==> src/include/lpbf_pkg.sv <==
// Shared constants, unit kinds and header field helpers for the link unit body framer.
// Assumes both ends run on one clock and exchange whole units as octet streams.
`default_nettype none
package lpbf_pkg;
	localparam int unsigned CLK_HZ        = 200_000_000;
	localparam int unsigned SHORT_UNIT_MS = 1;
	localparam int unsigned LONG_UNIT_S   = 1;
	localparam int unsigned MS_CYCLES     = CLK_HZ / 1000 * SHORT_UNIT_MS;
	localparam logic [15:0] MS_PER_S      = 16'(1000 * LONG_UNIT_S);
	localparam int unsigned FIFO_WIDTH    = 8;
	localparam int unsigned FIFO_DEPTH    = 16;
	localparam logic [3:0]  SVC_SEQ       = 4'h3;
	localparam logic [3:0]  SVC_MUC       = 4'h4;
	localparam logic [3:0]  SVC_MSQ       = 4'h5;
	localparam logic [3:0]  SUB_DATA      = 4'h1;
	localparam logic [3:0]  SUB_POLL      = 4'h4;
	localparam logic [3:0]  SUB_REPLY     = 4'h8;
	localparam logic [7:0]  ST_NORMAL     = 8'h00;
	localparam logic [7:0]  ST_RESERVED   = 8'h01;
	localparam logic [7:0]  ST_BUSY       = 8'h02;
	localparam logic [7:0]  ST_SEQ_ERR    = 8'h03;
	localparam logic [2:0]  OFS_SVC       = 3'h0;
	localparam logic [2:0]  OFS_SUB       = 3'h1;
	localparam logic [2:0]  OFS_STATUS    = 3'h2;
	localparam logic [2:0]  OFS_SEQ       = 3'h3;
	localparam logic [2:0]  OFS_SAP_HI    = 3'h4;
	localparam logic [2:0]  OFS_SAP_LO    = 3'h5;
	localparam logic [2:0]  OFS_LEN_HI    = 3'h6;
	localparam logic [3:0]  HDR_LEN       = 4'h8;
	localparam logic [3:0]  HDR_LAST      = 4'h7;

	typedef enum logic [2:0] {
		K_POLL, K_REPLY, K_SEQ_DATA, K_MUC_DATA, K_MSQ_DATA, K_NONE
	} lpbf_kind_t;

	// Keeps only the defined status bits of each kind; the rest go out and come in as zero.
	function automatic logic [7:0] lpbf_status(input lpbf_kind_t k, input logic [7:0] st);
		case (k)
			K_POLL:     return {4'h0, st[3:0]};
			K_REPLY:    return st;
			K_SEQ_DATA: return {st[7], 3'b000, st[3:0]};
			default:    return 8'h00;
		endcase
	endfunction

	function automatic logic [15:0] lpbf_body_len(input lpbf_kind_t k, input logic [15:0] len);
		// poll and reply carry no payload.
		return (k == K_POLL || k == K_REPLY) ? 16'h0000 : len;
	endfunction

	function automatic logic lpbf_req_ok(input lpbf_kind_t k, input logic [7:0] st);
		return (k != K_NONE) && !(k == K_REPLY && st == ST_RESERVED);
	endfunction

	function automatic lpbf_kind_t lpbf_decode(input logic [7:0] svc, input logic [7:0] sub);
		case ({svc[7:4], sub[7:4]})
			{SVC_SEQ, SUB_POLL}:  return K_POLL;
			{SVC_SEQ, SUB_REPLY}: return K_REPLY;
			{SVC_SEQ, SUB_DATA}:  return K_SEQ_DATA;
			{SVC_MUC, SUB_DATA}:  return K_MUC_DATA;
			{SVC_MSQ, SUB_DATA}:  return K_MSQ_DATA;
			default:              return K_NONE;
		endcase
	endfunction

	function automatic logic [7:0] lpbf_hdr_byte(input lpbf_kind_t k, input logic [2:0] idx,
			input logic [7:0] st, input logic [7:0] seq, input logic [15:0] sap,
			input logic [15:0] len);
		logic [3:0]  svc;
		logic [3:0]  sub;
		logic [15:0] ap;
		logic [15:0] ln;
		svc = SVC_SEQ;
		sub = SUB_DATA;
		ap  = sap;
		ln  = lpbf_body_len(k, len);
		case (k)
			K_POLL:     sub = SUB_POLL;
			K_REPLY:    sub = SUB_REPLY;
			K_SEQ_DATA: sub = SUB_DATA;
			K_MUC_DATA: begin
				svc = SVC_MUC;
				ap  = 16'h0000;
			end
			K_MSQ_DATA: svc = SVC_MSQ;
			default:    svc = 4'h0;
		endcase
		case (idx)
			OFS_SVC:    return {svc, 4'h0};
			OFS_SUB:    return {sub, 4'h0};
			OFS_STATUS: return lpbf_status(k, st);
			OFS_SEQ:    return seq;
			OFS_SAP_HI: return ap[15:8];
			OFS_SAP_LO: return ap[7:0];
			OFS_LEN_HI: return ln[15:8];
			default:    return ln[7:0];
		endcase
	endfunction
endpackage
`default_nettype wire
==> src/include/lpbf_link_if.sv <==
// Octet stream link between the station end and the peer end, one stream each way.
// Assumes both ends share one clock; valid and ready handshake with a last marker.
`default_nettype none
interface lpbf_link_if;
	logic       d2p_valid;
	logic [7:0] d2p_data;
	logic       d2p_last;
	logic       d2p_ready;
	logic       p2d_valid;
	logic [7:0] p2d_data;
	logic       p2d_last;
	logic       p2d_ready;
	modport dev (output d2p_valid, d2p_data, d2p_last, input d2p_ready,
		input p2d_valid, p2d_data, p2d_last, output p2d_ready);
	modport peer (input d2p_valid, d2p_data, d2p_last, output d2p_ready,
		output p2d_valid, p2d_data, p2d_last, input p2d_ready);
endinterface
`default_nettype wire

==> src/hw/lpbf_dev_end.sv <==
// Station end: payload FIFO, unit builder, unit parser, timers, counters and address derivation.
// Assumes local management drives the configuration inputs on the same clock.
`default_nettype none
module lpbf_fifo #(
	parameter int unsigned WIDTH = 8,
	parameter int unsigned DEPTH = 16
) (
	input  wire logic             clk_in,
	input  wire logic             rst_n_in,
	input  wire logic             in_valid_in,
	input  wire logic [WIDTH-1:0] in_data_in,
	output logic                  in_ready_out,
	output logic                  out_valid_out,
	output logic      [WIDTH-1:0] out_data_out,
	input  wire logic             out_ready_in
);
	localparam int unsigned AW = $clog2(DEPTH);
	logic [WIDTH-1:0] mem_r [DEPTH];
	logic [AW-1:0]    wr_r;
	logic [AW-1:0]    rd_r;
	logic [AW:0]      cnt_r;
	logic [AW:0]      cnt_nxt;
	logic             push;
	logic             pop;
	assign push          = in_valid_in && in_ready_out;
	assign pop           = out_valid_out && out_ready_in;
	assign out_valid_out = (cnt_r != '0);
	assign out_data_out  = mem_r[rd_r];
	always_comb cnt_nxt = cnt_r + (AW+1)'(push) - (AW+1)'(pop);
	always_ff @(posedge clk_in) begin
		if (push)
			mem_r[wr_r] <= in_data_in;
	end
	always_ff @(posedge clk_in or negedge rst_n_in) begin
		if (!rst_n_in) begin
			wr_r         <= '0;
			rd_r         <= '0;
			cnt_r        <= '0;
			in_ready_out <= 1'b1;
		end else begin
			wr_r         <= push ? AW'(wr_r + 1'b1) : wr_r;
			rd_r         <= pop ? AW'(rd_r + 1'b1) : rd_r;
			cnt_r        <= cnt_nxt;
			in_ready_out <= (cnt_nxt != (AW+1)'(DEPTH));
		end
	end
endmodule // lpbf_fifo

module lpbf_dev_end #(
	parameter int unsigned MS_CYC = lpbf_pkg::MS_CYCLES
) (
	input  wire logic                core_clk_in,
	input  wire logic                rst_n_in,
	lpbf_link_if.dev                 link,
	input  wire logic                req_valid_in,
	input  wire lpbf_pkg::lpbf_kind_t req_kind_in,
	input  wire logic          [7:0] req_status_in,
	input  wire logic          [7:0] req_seq_in,
	input  wire logic         [15:0] req_sap_in,
	input  wire logic         [15:0] req_len_in,
	output logic                     req_busy_out,
	output logic                     req_err_out,
	input  wire logic                pay_valid_in,
	input  wire logic          [7:0] pay_data_in,
	output logic                     pay_ready_out,
	output logic                     rx_unit_out,
	output logic                     rx_drop_out,
	output lpbf_pkg::lpbf_kind_t     rx_kind_out,
	output logic               [7:0] rx_status_out,
	output logic               [7:0] rx_seq_out,
	output logic              [15:0] rx_sap_out,
	output logic              [15:0] rx_len_out,
	output logic                     rx_pay_valid_out,
	output logic               [7:0] rx_pay_data_out,
	input  wire logic         [31:0] base_a_in,
	input  wire logic         [31:0] base_b_in,
	input  wire logic          [7:0] max_dom_in,
	input  wire logic          [7:0] max_sta_in,
	input  wire logic          [7:0] dom_in,
	input  wire logic          [7:0] sta_in,
	input  wire logic                rid_in,
	output logic              [31:0] ip_a_out,
	output logic              [31:0] ip_b_out,
	output logic                     cfg_err_out,
	input  wire logic         [15:0] reply_wait_ms_in,
	input  wire logic         [15:0] idle_limit_s_in,
	output logic                     reply_timeout_out,
	output logic                     link_idle_out,
	output logic               [3:0] retry_cnt_out,
	output logic               [7:0] outstanding_out,
	output logic               [7:0] next_seq_out
);
	typedef enum logic [1:0] {TX_IDLE, TX_HDR, TX_PAY} lpbf_tx_t;
	lpbf_tx_t             tx_st_r;
	lpbf_pkg::lpbf_kind_t kind_r, sent_kind_r, rkind_r;
	logic [7:0]  st_r, seq_r, data_r;
	logic [15:0] sap_r, len_r, pcnt_r;
	logic [2:0]  idx_r;
	logic        valid_r, last_r, can_load, f_valid, f_pop, sent;
	logic [7:0]  f_data;
	logic [7:0]  hdr_r [8];
	logic [3:0]  ridx_r;
	logic        rdrop_r, rready_r, rx_acc, rx_ok;
	logic [31:0] ms_pre_r;
	logic [15:0] sec_pre_r, rt_cnt_r, id_cnt_r;
	logic        ms_tick_r, s_tick_r, rt_act_r, id_act_r;

	function automatic logic [31:0] ip_of(input logic [31:0] base);
		// base + domain + 2 * station + node.
		return base + {24'h0, dom_in} + {23'h0, sta_in, 1'b0} + {31'h0, rid_in};
	endfunction

	assign link.d2p_valid = valid_r;
	assign link.d2p_data  = data_r;
	assign link.d2p_last  = last_r;
	assign link.p2d_ready = rready_r;
	assign can_load = !valid_r || link.d2p_ready;
	assign f_pop    = (tx_st_r == TX_PAY) && can_load && f_valid;
	assign sent     = valid_r && link.d2p_ready && last_r;
	assign rx_acc   = link.p2d_valid && rready_r;
	// incomplete or unknown units never reach the user.
	assign rx_ok    = rx_acc && link.p2d_last && !rdrop_r && (ridx_r >= lpbf_pkg::HDR_LAST);

	lpbf_fifo #(.WIDTH(lpbf_pkg::FIFO_WIDTH), .DEPTH(lpbf_pkg::FIFO_DEPTH)) u_fifo (
		.clk_in        (core_clk_in),
		.rst_n_in      (rst_n_in),
		.in_valid_in   (pay_valid_in),
		.in_data_in    (pay_data_in),
		.in_ready_out  (pay_ready_out),
		.out_valid_out (f_valid),
		.out_data_out  (f_data),
		.out_ready_in  (f_pop)
	);

	always_ff @(posedge core_clk_in or negedge rst_n_in) begin
		if (!rst_n_in) begin
			tx_st_r <= TX_IDLE;
			kind_r <= lpbf_pkg::K_NONE;
			sent_kind_r <= lpbf_pkg::K_NONE;
			{st_r, seq_r, data_r, sap_r, len_r, pcnt_r, idx_r} <= '0;
			{valid_r, last_r, req_busy_out, req_err_out} <= '0;
		end else begin
			req_err_out <= 1'b0;
			if (can_load)
				valid_r <= 1'b0;
			case (tx_st_r)
				TX_IDLE: if (req_valid_in) begin
					if (lpbf_pkg::lpbf_req_ok(req_kind_in, req_status_in)) begin
						kind_r <= req_kind_in;
						st_r <= req_status_in;
						seq_r <= req_seq_in;
						sap_r <= req_sap_in;
						len_r <= lpbf_pkg::lpbf_body_len(req_kind_in, req_len_in);
						idx_r <= 3'h0;
						req_busy_out <= 1'b1;
						tx_st_r <= TX_HDR;
					end else begin
						req_err_out <= 1'b1;
					end
				end
				TX_HDR: if (can_load) begin
					// header octets built with reserved bits zero.
					data_r <= lpbf_pkg::lpbf_hdr_byte(kind_r, idx_r, st_r, seq_r, sap_r, len_r);
					valid_r <= 1'b1;
					last_r <= (idx_r == 3'h7) && (len_r == 16'h0000);
					idx_r <= 3'(idx_r + 1'b1);
					pcnt_r <= 16'h0000;
					sent_kind_r <= kind_r;
					if (idx_r == 3'h7) begin
						tx_st_r <= (len_r == 16'h0000) ? TX_IDLE : TX_PAY;
						req_busy_out <= (len_r != 16'h0000);
					end
				end
				TX_PAY: if (f_pop) begin
					data_r <= f_data;
					valid_r <= 1'b1;
					last_r <= (pcnt_r == 16'(len_r - 1'b1));
					pcnt_r <= 16'(pcnt_r + 1'b1);
					if (pcnt_r == 16'(len_r - 1'b1)) begin
						tx_st_r <= TX_IDLE;
						req_busy_out <= 1'b0;
					end
				end
				default: tx_st_r <= TX_IDLE;
			endcase
		end
	end

	always_ff @(posedge core_clk_in or negedge rst_n_in) begin
		if (!rst_n_in) begin
			ridx_r <= '0;
			rdrop_r <= 1'b0;
			rready_r <= 1'b0;
			rkind_r <= lpbf_pkg::K_NONE;
			rx_kind_out <= lpbf_pkg::K_NONE;
			{rx_unit_out, rx_drop_out, rx_status_out, rx_seq_out, rx_sap_out} <= '0;
			{rx_len_out, rx_pay_valid_out, rx_pay_data_out} <= '0;
		end else begin
			rready_r <= 1'b1;
			rx_unit_out <= 1'b0;
			rx_drop_out <= 1'b0;
			rx_pay_valid_out <= 1'b0;
			if (rx_acc) begin
				if (ridx_r != lpbf_pkg::HDR_LEN) begin
					hdr_r[ridx_r[2:0]] <= link.p2d_data;
					ridx_r <= 4'(ridx_r + 1'b1);
				end else if (!rdrop_r) begin
					rx_pay_valid_out <= 1'b1;
					rx_pay_data_out <= link.p2d_data;
				end
				// unknown service and subtype pairs are dropped.
				if (ridx_r == 4'h1) begin
					rkind_r <= lpbf_pkg::lpbf_decode(hdr_r[0], link.p2d_data);
					rdrop_r <= lpbf_pkg::lpbf_decode(hdr_r[0], link.p2d_data) == lpbf_pkg::K_NONE;
				end
				if (link.p2d_last) begin
					ridx_r <= 4'h0;
					rdrop_r <= 1'b0;
					rx_unit_out <= rx_ok;
					rx_drop_out <= !rx_ok;
					if (rx_ok) begin
						rx_kind_out <= rkind_r;
						rx_status_out <= lpbf_pkg::lpbf_status(rkind_r, hdr_r[2]);
						rx_seq_out <= hdr_r[3];
						rx_sap_out <= {hdr_r[4], hdr_r[5]};
						rx_len_out <= {hdr_r[6],
							(ridx_r == lpbf_pkg::HDR_LAST) ? link.p2d_data : hdr_r[7]};
					end
				end
			end
		end
	end

	always_ff @(posedge core_clk_in or negedge rst_n_in) begin
		if (!rst_n_in) begin
			ms_pre_r <= '0;
			sec_pre_r <= '0;
			ms_tick_r <= 1'b0;
			s_tick_r <= 1'b0;
		end else begin
			ms_tick_r <= (ms_pre_r == MS_CYC - 1);
			ms_pre_r <= (ms_pre_r == MS_CYC - 1) ? 32'h0000_0000 : ms_pre_r + 32'h0000_0001;
			s_tick_r <= 1'b0;
			if (ms_tick_r) begin
				s_tick_r <= (sec_pre_r == 16'(lpbf_pkg::MS_PER_S - 1'b1));
				sec_pre_r <= (sec_pre_r == 16'(lpbf_pkg::MS_PER_S - 1'b1)) ? 16'h0000 :
					16'(sec_pre_r + 1'b1);
			end
		end
	end

	always_ff @(posedge core_clk_in or negedge rst_n_in) begin
		if (!rst_n_in) begin
			{rt_act_r, id_act_r, reply_timeout_out, link_idle_out} <= '0;
			{rt_cnt_r, id_cnt_r, retry_cnt_out, outstanding_out} <= '0;
			next_seq_out <= lpbf_pkg::ST_NORMAL;
		end else begin
			reply_timeout_out <= 1'b0;
			if (sent && sent_kind_r == lpbf_pkg::K_POLL) begin
				rt_act_r <= 1'b1;
				rt_cnt_r <= reply_wait_ms_in;
				outstanding_out <= 8'h00;
			end else if (rx_ok && rkind_r == lpbf_pkg::K_REPLY) begin
				rt_act_r <= 1'b0;
				retry_cnt_out <= 4'h0;
				next_seq_out <= hdr_r[3];
			end else if (rt_act_r && ms_tick_r) begin
				rt_cnt_r <= 16'(rt_cnt_r - 1'b1);
				if (rt_cnt_r <= 16'h0001) begin
					rt_act_r <= 1'b0;
					reply_timeout_out <= 1'b1;
					retry_cnt_out <= (retry_cnt_out == 4'hF) ? 4'hF : 4'(retry_cnt_out + 1'b1);
				end
			end
			if (sent && sent_kind_r == lpbf_pkg::K_SEQ_DATA && outstanding_out != 8'hFF)
				outstanding_out <= 8'(outstanding_out + 1'b1);
			if (rx_ok) begin
				id_act_r <= 1'b1;
				id_cnt_r <= 16'h0000;
			end else if (id_act_r && s_tick_r && id_cnt_r != 16'hFFFF) begin
				id_cnt_r <= 16'(id_cnt_r + 1'b1);
			end
			link_idle_out <= id_act_r && (id_cnt_r >= idle_limit_s_in);
		end
	end

	always_ff @(posedge core_clk_in or negedge rst_n_in) begin
		if (!rst_n_in) begin
			ip_a_out <= '0;
			ip_b_out <= '0;
			cfg_err_out <= 1'b0;
		end else begin
			ip_a_out <= ip_of(base_a_in);
			ip_b_out <= ip_of(base_b_in);
			cfg_err_out <= (dom_in == 8'h00) || (dom_in > max_dom_in) ||
				(sta_in == 8'h00) || (sta_in > max_sta_in);
		end
	end
endmodule // lpbf_dev_end
`default_nettype wire

==> src/flat_wrapper.sv <==
// flat-port wrapper written by rule: the top's interface ports become plain ports
module lpbf_dev_end_flat 
#(
	parameter int unsigned MS_CYC = lpbf_pkg::MS_CYCLES
)
  (core_clk_in, rst_n_in, req_valid_in, req_kind_in, req_status_in, req_seq_in, req_sap_in, req_len_in, req_busy_out, req_err_out, pay_valid_in, pay_data_in, pay_ready_out, rx_unit_out, rx_drop_out, rx_kind_out, rx_status_out, rx_seq_out, rx_sap_out, rx_len_out, rx_pay_valid_out, rx_pay_data_out, base_a_in, base_b_in, max_dom_in, max_sta_in, dom_in, sta_in, rid_in, ip_a_out, ip_b_out, cfg_err_out, reply_wait_ms_in, idle_limit_s_in, reply_timeout_out, link_idle_out, retry_cnt_out, outstanding_out, next_seq_out, link_d2p_valid, link_d2p_data, link_d2p_last, link_d2p_ready, link_p2d_valid, link_p2d_data, link_p2d_last, link_p2d_ready);
  lpbf_link_if link_i ();
  input  wire logic core_clk_in;
  input  wire logic rst_n_in;
  input  wire logic req_valid_in;
  input  wire lpbf_pkg::lpbf_kind_t req_kind_in;
  input  wire logic          [7:0] req_status_in;
  input  wire logic          [7:0] req_seq_in;
  input  wire logic         [15:0] req_sap_in;
  input  wire logic         [15:0] req_len_in;
  output logic req_busy_out;
  output logic req_err_out;
  input  wire logic pay_valid_in;
  input  wire logic          [7:0] pay_data_in;
  output logic pay_ready_out;
  output logic rx_unit_out;
  output logic rx_drop_out;
  output lpbf_pkg::lpbf_kind_t rx_kind_out;
  output logic               [7:0] rx_status_out;
  output logic               [7:0] rx_seq_out;
  output logic              [15:0] rx_sap_out;
  output logic              [15:0] rx_len_out;
  output logic rx_pay_valid_out;
  output logic               [7:0] rx_pay_data_out;
  input  wire logic         [31:0] base_a_in;
  input  wire logic         [31:0] base_b_in;
  input  wire logic          [7:0] max_dom_in;
  input  wire logic          [7:0] max_sta_in;
  input  wire logic          [7:0] dom_in;
  input  wire logic          [7:0] sta_in;
  input  wire logic rid_in;
  output logic              [31:0] ip_a_out;
  output logic              [31:0] ip_b_out;
  output logic cfg_err_out;
  input  wire logic         [15:0] reply_wait_ms_in;
  input  wire logic         [15:0] idle_limit_s_in;
  output logic reply_timeout_out;
  output logic link_idle_out;
  output logic               [3:0] retry_cnt_out;
  output logic               [7:0] outstanding_out;
  output logic               [7:0] next_seq_out;
  output wire logic [$bits(link_i.d2p_valid)-1:0] link_d2p_valid;
  output wire logic [$bits(link_i.d2p_data)-1:0] link_d2p_data;
  output wire logic [$bits(link_i.d2p_last)-1:0] link_d2p_last;
  input wire logic [$bits(link_i.d2p_ready)-1:0] link_d2p_ready;
  input wire logic [$bits(link_i.p2d_valid)-1:0] link_p2d_valid;
  input wire logic [$bits(link_i.p2d_data)-1:0] link_p2d_data;
  input wire logic [$bits(link_i.p2d_last)-1:0] link_p2d_last;
  output wire logic [$bits(link_i.p2d_ready)-1:0] link_p2d_ready;
  assign link_d2p_valid = link_i.d2p_valid;
  assign link_d2p_data = link_i.d2p_data;
  assign link_d2p_last = link_i.d2p_last;
  assign link_i.d2p_ready = link_d2p_ready;
  assign link_i.p2d_valid = link_p2d_valid;
  assign link_i.p2d_data = link_p2d_data;
  assign link_i.p2d_last = link_p2d_last;
  assign link_p2d_ready = link_i.p2d_ready;
  lpbf_dev_end #(.MS_CYC(MS_CYC)) u_core (.core_clk_in(core_clk_in), .rst_n_in(rst_n_in), .link(link_i), .req_valid_in(req_valid_in), .req_kind_in(req_kind_in), .req_status_in(req_status_in), .req_seq_in(req_seq_in), .req_sap_in(req_sap_in), .req_len_in(req_len_in), .req_busy_out(req_busy_out), .req_err_out(req_err_out), .pay_valid_in(pay_valid_in), .pay_data_in(pay_data_in), .pay_ready_out(pay_ready_out), .rx_unit_out(rx_unit_out), .rx_drop_out(rx_drop_out), .rx_kind_out(rx_kind_out), .rx_status_out(rx_status_out), .rx_seq_out(rx_seq_out), .rx_sap_out(rx_sap_out), .rx_len_out(rx_len_out), .rx_pay_valid_out(rx_pay_valid_out), .rx_pay_data_out(rx_pay_data_out), .base_a_in(base_a_in), .base_b_in(base_b_in), .max_dom_in(max_dom_in), .max_sta_in(max_sta_in), .dom_in(dom_in), .sta_in(sta_in), .rid_in(rid_in), .ip_a_out(ip_a_out), .ip_b_out(ip_b_out), .cfg_err_out(cfg_err_out), .reply_wait_ms_in(reply_wait_ms_in), .idle_limit_s_in(idle_limit_s_in), .reply_timeout_out(reply_timeout_out), .link_idle_out(link_idle_out), .retry_cnt_out(retry_cnt_out), .outstanding_out(outstanding_out), .next_seq_out(next_seq_out));
endmodule
==> config.mk <==
export PLATFORM = sky130hd
export DESIGN_NAME = lpbf_dev_end_flat
export DESIGN_NICKNAME = d
export VERILOG_FILES = /design/src/include/lpbf_pkg.sv /design/src/include/lpbf_link_if.sv /design/src/hw/lpbf_dev_end.sv /design/src/flat_wrapper.sv
export SDC_FILE = /design/constraint.sdc
export NUM_CORES = 1
export LEC_CHECK = 0
export BUFFER_PORTS_ARGS = -buffer_cell sky130_fd_sc_hd__buf_2
export CAP_MARGIN = 20
export CORE_AREA = 5 5 226 228
export CTS_BUF_LIST = sky130_fd_sc_hd__clkbuf_4 sky130_fd_sc_hd__clkbuf_8
export DETAILED_ROUTE_END_ITERATION = 7
export DIE_AREA = 0 0 231 233
export PLACE_DENSITY = 0.81
export SYNTH_ARGS = -nofsm -noshare
export SYNTH_HDL_FRONTEND = slang
export SYNTH_SLANG_ARGS = --single-unit
==> constraint.sdc <==
create_clock -name core_clk_in -period 2.7 [get_ports core_clk_in]
set_input_delay 0.405 -clock core_clk_in [delete_from_list [all_inputs] [get_ports core_clk_in]]
set_output_delay 0.405 -clock core_clk_in [all_outputs]
set_load 0.03 [all_outputs]
* Yosys cells after proc, flatten, opt, wreduce, memory -nomap -nowiden
Memory sizes are Yosys's and may differ from the RTL's. A register that Yosys moved wholly into a read port is not among the register bits.
Index checks and enable logic that the tools add are counted.
** Storage, ports and cells
- Register bits after elaboration :: 327
- Bits in writable memories :: 192
- Input bits :: 203
- Output and inout port bits :: 163
- Logic and storage cells :: 277
- Memories :: 2
** Memories
- u_core.u_fifo.mem_r :: words 16, bits a word 8, read ports 1, clocked after Yosys merged registers in 0, wr ports 1, line lpbf_dev_end.sv:18 : logic [WIDTH-1:0] mem_r [DEPTH];
- u_core.hdr_r :: words 8, bits a word 8, read ports 7, clocked after Yosys merged registers in 3, wr ports 1, line lpbf_dev_end.sv:101 : logic [7:0] hdr_r [8];
** Cells by class
- $add $sub $neg :: 20
- $lt $le $gt $ge :: 5
- Equality and inequality tests :: 42
- Muxes and demuxes :: 85
- Bitwise operators :: 3
- Reduce and logical (&&, ||, !) cells :: 74
** Operators with widths (number)
- 2-to-1 mux 16 bit :: 11
- adder 32 x 1 -> 32 bit :: 2
- adder 32 x 8 -> 32 bit :: 2
- adder 32 x 9 -> 32 bit :: 2
- case mux 8 bit (7 select lines) :: 1
- adder 16 x 1 -> 16 bit, second input constant :: 3
- case mux 8 bit (3 select lines) :: 2
- 2-to-1 mux 8 bit :: 5
- 2-to-1 mux 1 bit :: 37
- adder 32 x 1 -> 32 bit, second input constant :: 1
- equality test 32 x 18 -> 1 bit, second input constant :: 1
- 2-to-1 mux 32 bit :: 1
- case mux 16 bit (2 select lines) :: 1
- subtractor 16 x 1 -> 16 bit, second input constant :: 2
- equality test 8 x 6 -> 1 bit, second input constant :: 3
- 2-to-1 mux 4 bit :: 6
- logical AND 1 bit :: 22
- equality test 3 x 2 -> 1 bit, second input constant :: 6
- equality test 3 bit, second input constant :: 6
- nonzero test 2 bit :: 9
- adder 4 x 1 -> 4 bit, second input constant :: 4
- equality test 16 x 10 -> 1 bit, second input constant :: 1
- equality test 16 bit :: 1
- equality test 8 x 7 -> 1 bit, second input constant :: 2
- 48 further kinds :: 98

* Longest topological paths before layout
Gate-level depths: netlist of the first run.
An unclocked memory read counts as a cell.
- Word-level depth :: 8
- Mapped depth :: 15
- Depth with buffers taken out :: 15

* Cells and area by module
Synthesis of the first run repeated with hierarchy kept, for this count alone.
** Second synthesis, totals
- Cells, all modules :: 2056
- Area total of the unflattened synthesis :: 24233.2 sq um
** Modules (own cells, without submodules)
- lpbf_dev_end :: times used 1, cells an instance 1775, area each 18552.8 sq um, sequential area each 9804.4 sq um
- lpbf_fifo :: times used 1, cells an instance 281, area each 5680.4 sq um, sequential area each 4195.3 sq um

* Worst setup path after synthesis of the first run
No wires, ideal clock.
- Path type :: input to register
- Start point :: input port base_b_in[1]
- End point :: register u_core.ip_b_out[21]
- Library setup time :: 139 ps
- Arrival :: 2841 ps
- Data required time :: 2561 ps
- Path slack :: -280 ps
- Stages on the path :: 10
- Path buffers :: 0
- Cells stage by stage :: fa_1 ha_1 fa_1 a21o_1 a21oi_1 nor2b_1 o31a_1 o21ai_0 nor4b_1 xor2_1
** On the way
- Cells in the longest elaborated chain, start to end :: 3
** Ends and longest elaborated chain
- start: declaration :: line flat_wrapper.sv:31 : input wire logic [31:0] base_b_in;
- adder 32 x 8 -> 32 bit :: line lpbf_dev_end.sv:110 : return base + {24'h0, dom_in} + {23'h0, sta_in, 1'b0} + {31'h0, rid_in};
- adder 32 x 9 -> 32 bit :: line lpbf_dev_end.sv:110
- adder 32 x 1 -> 32 bit :: line lpbf_dev_end.sv:110
- end signal: assignment :: line lpbf_dev_end.sv:294 : ip_b_out <= ip_of(base_b_in);
- end: declaration :: line lpbf_dev_end.sv:83 : output logic [31:0] ip_b_out,
No other way between the ends.
A chain may end at the register's enable or synchronous reset.

* Worst setup path after layout of the first run
- Start point :: register u_core.len_r[0]
- End point :: register u_core.tx_st_r[0]
** On the way
- Cells in the longest elaborated chain, start to end :: 4
** Ends and longest elaborated chain
- start: declaration :: line lpbf_dev_end.sv:97 : logic [15:0] sap_r, len_r, pcnt_r;
- start signal: assignment :: line lpbf_dev_end.sv:153 : len_r <= lpbf_pkg::lpbf_body_len(req_kind_in, req_len_in);
- subtractor 16 x 1 -> 16 bit :: line lpbf_dev_end.sv:179 : if (pcnt_r == 16'(len_r - 1'b1)) begin
- equality test 16 bit :: line lpbf_dev_end.sv:179
- inequality test 2 bit (no line)
- AND reduction 6 bit (no line)
- end signal: assignment :: line lpbf_dev_end.sv:170 : tx_st_r <= (len_r == 16'h0000) ? TX_IDLE : TX_PAY;
- end: declaration :: line lpbf_dev_end.sv:94 : lpbf_tx_t tx_st_r;
No other way between the ends.

==> flow_summary.toml, run 1 <==
[synthesis]
synthArstFlopShare_pct = 65.6
netlist-cell-type-count = 71
avgSynthCellArea_um2 = 11.8
yosysTopAreaCell = "dfrtp_1"
netlist_top_cells_count = "334 x dfrtp_1, 290 x nand2_1, 180 x edfxtp_1"
synth_area_leaders = "dfrtp_1 35%, edfxtp_1 22%, nand2_1 4.5%"
netlist_instances = 2056
synth_most_common_cell = "dfrtp_1"
synth.top_cell.area_share_pct = 34.5
ys_seq_elements = 523
syn_area_um2 = 24200
synthFlopType = "dfrtp_1"
synth_edf_count = 180
syn_nets = 2362
ys.warnings.count = 0
seq_area_frac_synth_pct = 57.9

[critical_path]
cp-endpoint = "u_core.tx_st_r[0]"
r2r_cells = 7
crit_type = "flip-flop to flip-flop"
reg2reg_from = "u_core.len_r[0]"
required_ns = 3.25
reg2reg_slack_ns = 0.02
critPathArrivalTime_ns = 3.23
end_kind = "flip-flop"
worst_setup_path_start_kind = "flip-flop"
critical_path.max_fanout = 4
cp-startpoint = "u_core.len_r[0]"
regToRegEndpoint = "u_core.tx_st_r[0]"

[placement]
post-place-ws_ns = -0.426
routabilityCongestion = 0.942
postPlaceCellArea_um2 = 27500
port_buffers = 365
hpwlAfterDp_um = 47200

[cells_and_area]
final_nets = 2981
fill_cells = 3443
final_area_um2 = 30700
layout-drive-gt1-share_pct = 28.9
multi_input_area_um2 = 9800
seq_area_um2 = 14000
syn_to_final_growth_pct = 27.0

[global_routing]
grt_max_degree = 130
antenna_found_initial = 11
grt_first_pass_wirelength_um = 109000
grt_usage_pct = 25.4
grt_pass1_vias = 20000
overflow = 0

[timing]
final.setup.tns_ns = 0
hold_viol = 0
post-route-period-util_pct = 99.3
worst_pin_slew_ns = 0.935
setup_viol = 0
fmax_mhz = 373
rsz0062_at_grt = "true"
layout_min_cycle_time_ns = 2.68
fin_skew_ns = 0.0330
whs_ns = 0.0589
relSlewSlack_pct = 37.7
final.setup.worst_slack_ns = 0.0184
drv_slew = 0

[drt]
viasPerCell = 5.67
wl_per_cell_um = 20.6
drc = 0
drt_iter0_drc = 1596
drt-total-wl_um = 69600
first_pass_iters = 8
vias = 19200
ant_nets = 0

[cts]
cts_tree = "yes"
insertion_delay_ns = 0.68
clockBufferDepth = 3
cts_max_level = 3
cts_buffers = 87
cts_root_buf = "clkbuf_8"
clkTransAtPathRegs_ns = 0.07
numClockSinks = 523

[worst_hold_path]
min_path_type = "input port to flip-flop"

[floorplanning]
pin_count = 366
initial_core_util_pct = 49.7
die_w_um = 231
dieArea_um2 = 53800
die_h_um = 233
rows = 81
core_um2 = 48600

[job]
cap_violations = 0

[power_and_ir_drop]
leakage_uw = 0.0138
power_density_nw_per_um2 = 882
peakVddDrop_mv = 0.643
p_total_uw = 27100

[outcome]
status = "completed"
-- state kept, by name (all words and copies together) (netlist names), 8 cells and up --
| register | cells |
|---|---|
| u_core.u_fifo.mem_r | 128 |
| u_core.hdr_r | 52 |
| u_core.ip_a_out | 32 |
| u_core.ip_b_out | 32 |
| u_core.ms_pre_r | 32 |
| u_core.id_cnt_r | 16 |
| u_core.len_r | 16 |
| u_core.pcnt_r | 16 |
| u_core.rt_cnt_r | 16 |
| u_core.rx_len_out | 16 |
| u_core.rx_sap_out | 16 |
| u_core.sap_r | 16 |
| u_core.sec_pre_r | 16 |
| u_core.link.d2p_data | 8 |
| u_core.next_seq_out | 8 |
| u_core.outstanding_out | 8 |
| u_core.rx_pay_data_out | 8 |
| u_core.rx_seq_out | 8 |
| u_core.rx_status_out | 8 |
| u_core.seq_r | 8 |
| u_core.st_r | 8 |
-- power breakdown --
group	internal, µW	switching [µW]	leakage (µW)
clock	4270	3280	0.00103
sequential	9590	1230	0.00596
combinational	3720	5020	0.00681
-- cells in the final DEF, fill, tap and decap left out, drive strengths merged, types with 57 or more instances in the layout --
master | synthesis | final
xnor2 | 98 | 98
o21ai | 102 | 102
inv | 78 | 81
edfxtp | 180 | 180
clkbuf | 54 | 140
ha | 84 | 84
dfrtp | 334 | 334
nand3 | 85 | 85
dlygate4sd3 | 0 | 110
nand2 | 290 | 290
nor2 | 139 | 139
buf | 15 | 489
xor2 | 68 | 68
a21oi | 70 | 70
mux2 | 57 | 57
-- per-layer routing --
metal | GRT usage (%) | routed length [µm] | up-vias
li1 | - | - | 8566
met1 | 30.0 | 25500 | 9322
met2 | 43.1 | 34600 | 961
met3 | 7.20 | 5640 | 312
met4 | 12.3 | 3850 | 2
met5 | 0 | 13 | -
-- worst min path at each step --
stage | start | to | slack [ns] | cells past startpoint
global route | link_p2d_data[2] | u_core.hdr_r[6][2] | 0.02 | 1
floorplan | rst_n_in | u_core.cfg_err_out | 0.11 | 0
CTS | link_p2d_last | u_core.ridx_r[1] | 0.0008 | 2
detailed placement | rst_n_in | u_core.ridx_r[3] | 0.21 | 1
global placement | rst_n_in | u_core.ridx_r[3] | 0.21 | 1
finish | link_p2d_data[2] | u_core.hdr_r[7][2] | 0.06 | 1
-- cells by family (layout without fill, tap and decap cells) --
family	after synthesis	in the layout	share of synthesized area, %
and+or+nand+nor	733	733	14.3
muxes	109	109	6.61
other	1	12	0.0155
buffers and inverters	147	838	2.31
adders and majority gates	103	103	5.92
DFF	523	523	57.9
xor gates and xnor gates	166	166	6.01
AOI/OAI and AO/OA	274	274	7.00
-- area by class of cell --
type,count,area share [%]
antenna,11,0.0896
clock buffer,140,5.60
clock inverter,21,0.643
inverter,78,0.953
multi-input combinational,1386,31.9
sequential,523,45.6
tap,622,2.53
timing repair buffer,599,12.7
-- worst max-delay path, cell delays in order, from the launching register on --
cell	delay [ns]
dfrtp_1	0.39
or4_4	0.56
or4_4	0.49
a21o_1	0.21
a2111oi_4	0.35
nand4_4	0.17
mux2i_1	0.14
a311o_1	0.26
-- stage by stage --
| step | instances | util, % |
|---|---|---|
| 2_1_floorplan | 2056 | - |
| 3_3_place_gp | 3091 | 56.6 |
| 3_5_place_dp | 3091 | 56.6 |
| 4_1_cts | 3363 | 62.8 |
| 5_1_grt | 3379 | 63.1 |
| 6_report | 3380 | 63.2 |
-- timing repair --
item                                    in CTS  in global routing
gates cloned                                 0                  0
endpoints found under the hold margin      183                  0
pin swaps                                    3                  9
setup buffers                                1                  6
gates resized for setup                      1                 29
hold buffers                               110                  0
endpoints found under the setup margin       3                 17
No activity file was read; power rests on OpenSTA's default activity.
==> run 2: changes to the inputs <==
Settings changed: CTS_CLUSTER_DIAMETER from default to 40, PLACE_DENSITY 0.81 to 0.78.
Clock period 2.7 ns to 3.2 ns, I/O delays scaled along.
==> run 2 against run 1 <==
Compared with the run above: clock skew fell by 0.0054 ns; setup slack improved by 0.13 ns; critical path depth did not move; non-clock buffer count fell by 90; die area did not move; combinational power fell by 26%; via count fell by 5.9%; global-route usage fell by 2.5 points; routed wire length fell by 10%; critical path type unchanged; critical endpoint unchanged; largest cell class unchanged.
==> flow_summary.toml, run 2 (synthesis results as in run 1) <==
[floorplanning]
pin_count = 366
die_w_um = 231
rows = 81
die_h_um = 233
core_um2 = 48600
initial_core_util_pct = 49.7
dieArea_um2 = 53800

[timing]
fmax_mhz = 328
setup_viol = 0
rsz0062_at_grt = "false"
whs_ns = 0.0534
layout_min_cycle_time_ns = 3.05
relSlewSlack_pct = 30.4
fin_skew_ns = 0.0277
post-route-period-util_pct = 95.3
hold_viol = 0
drv_slew = 0
worst_pin_slew_ns = 1.03

[global_routing]
grt_usage_pct = 22.9
grt_util_met3_pct = 6.05
top_usage_layer = "met2"
grt_pass1_vias = 18600
use_met1_pct = 29.2
overflow = 0
grt_first_pass_wirelength_um = 99100
antenna_found_initial = 11
grt_max_degree = 100
use_met2_pct = 38.7

[cells_and_area]
top_register = "u_core.u_fifo.mem_r"
syn_to_final_growth_pct = 23.7
layout_commonest_cell = "buf_2"
layout-drive-gt1-share_pct = 27.1
fill_cells = 3734
seq_area_um2 = 14000
largest_reg_flops = 128
final_area_um2 = 29900
mostFrequentLayoutCells = "364 x buf_2, 333 x dfrtp_1, 290 x nand2_1"
final_nets = 2898
multi_input_area_um2 = 9650

[power_and_ir_drop]
switching_share_pct = 34.3
p_switching_uw = 7640
power_frac_comb_pct = 29.2
clock_power_share_pct = 29.7
peakVddDrop_mv = 0.458
power_density_nw_per_um2 = 743
leakage_uw = 0.0134
pwr-share-seq_pct = 41.1
p_int_uw = 14600

[cts]
cts_setup_buffers = 0
cts_tree = "yes"
numClockSinks = 523
cts_max_level = 3
insertion_delay_ns = 0.68
cts_buffers = 94
clkTransAtPathRegs_ns = 0.06
cts_root_buf = "clkbuf_8"
clockBufferDepth = 3

[placement]
postPlaceCellArea_um2 = 27100
hpwlAfterDp_um = 44000
routabilityCongestion = 0.889
port_buffers = 365

[drt]
ant_nets = 0
viasPerCell = 5.47
drt_iter0_drc = 1222
wl_per_cell_um = 18.9
drc = 0
first_pass_iters = 6
vias = 18000
drt-total-wl_um = 62500

[critical_path]
critPathArrivalTime_ns = 3.59
crit_type = "flip-flop to flip-flop"
end_kind = "flip-flop"
required_ns = 3.74
worst_setup_path_start_kind = "flip-flop"
critical_path.max_fanout = 7
r2r_cells = 7

[job]
cap_violations = 0

[worst_hold_path]
holdPathStages = 2
min_path_type = "input port to flip-flop"

[outcome]
status = "completed"
-- run 2: cell count changes in the layout (fill, tap and decap cells not counted), sizes merged --
cell / delta
dlygate4sd3: -35
bufinv: +1
clkinvlp: +5
clkinv: +2
inv: +6
clkbuf: +1
diode: -6
buf: -55
-- run 2: worst max-delay path, cell delays in order (launching register included) --
cell,delay [ns]
dfrtp_1,0.51
or4_4,0.63
or4_1,0.51
a21o_1,0.21
a2111oi_4,0.38
nand4_2,0.22
mux2i_1,0.17
a311o_1,0.27
-- run 2: worst paths after layout --
check,from,endpoint,slack (ns)
worst min-delay path,req_seq_in[0],u_core.seq_r[0],0.05
worst max register to register,u_core.len_r[0],u_core.tx_st_r[0],0.15
min in group asynchronous,rst_n_in,u_core.ip_b_out[29],0.33
max in group asynchronous,rst_n_in,u_core.id_cnt_r[5],1.50
worst min register to register,u_core.hdr_r[6][1],u_core.rx_len_out[9],0.43
worst max-delay path,u_core.len_r[0],u_core.tx_st_r[0],0.15
-- run 2: final cells by class --
class / instances / area share (%)
Timing Repair Buffer: 509 / 10.6
Clock inverter: 35 / 1.04
Sequential cell: 523 / 46.8
Inverter: 78 / 0.978
Clock buffer: 141 / 5.73
Multi-Input combinational cell: 1386 / 32.3
Antenna cell: 5 / 0.0418
Tap cell: 622 / 2.60
-- run 2: power by group through the flow --
stage	Clock, µW	Sequential [µW]	Combinational (µW)
2_1_floorplan	0	9350	4030
3_3_place_gp	0	9160	6180
3_5_place_dp	0	9220	6380
4_1_cts	6740	9120	6500
5_1_grt	7070	9270	7120
6_report	6610	9140	6490
-- run 2: timing repair --
item                                   CTS  global route
hold buffers                            75             0
setup endpoints to repair                0             2
endpoints found under the hold margin  119             0
gates resized for setup                  0             1
-- run 2: metrics by stage --
step	std cells	util (%)	power, µW	TNS (ns)	setup slack (ns)
CTS	3293	61.4	22400	0	0.0955
global route	3297	61.5	23500	0	0.0937
floorplan	2056	-	13400	0	0.145
global placement	3042	55.7	15300	-2.25	-0.299
finish	3299	61.5	22200	0	0.150
detailed placement	3042	55.7	15600	-2.72	-0.313
-- run 2: layer usage --
metal	vias up	wire [µm]	part of all wire, %
met5	-	60	0.096
met4	10	1630	2.6
met3	134	4380	7.0
met2	618	31200	50
met1	8897	25200	40
li1	8379	-	-
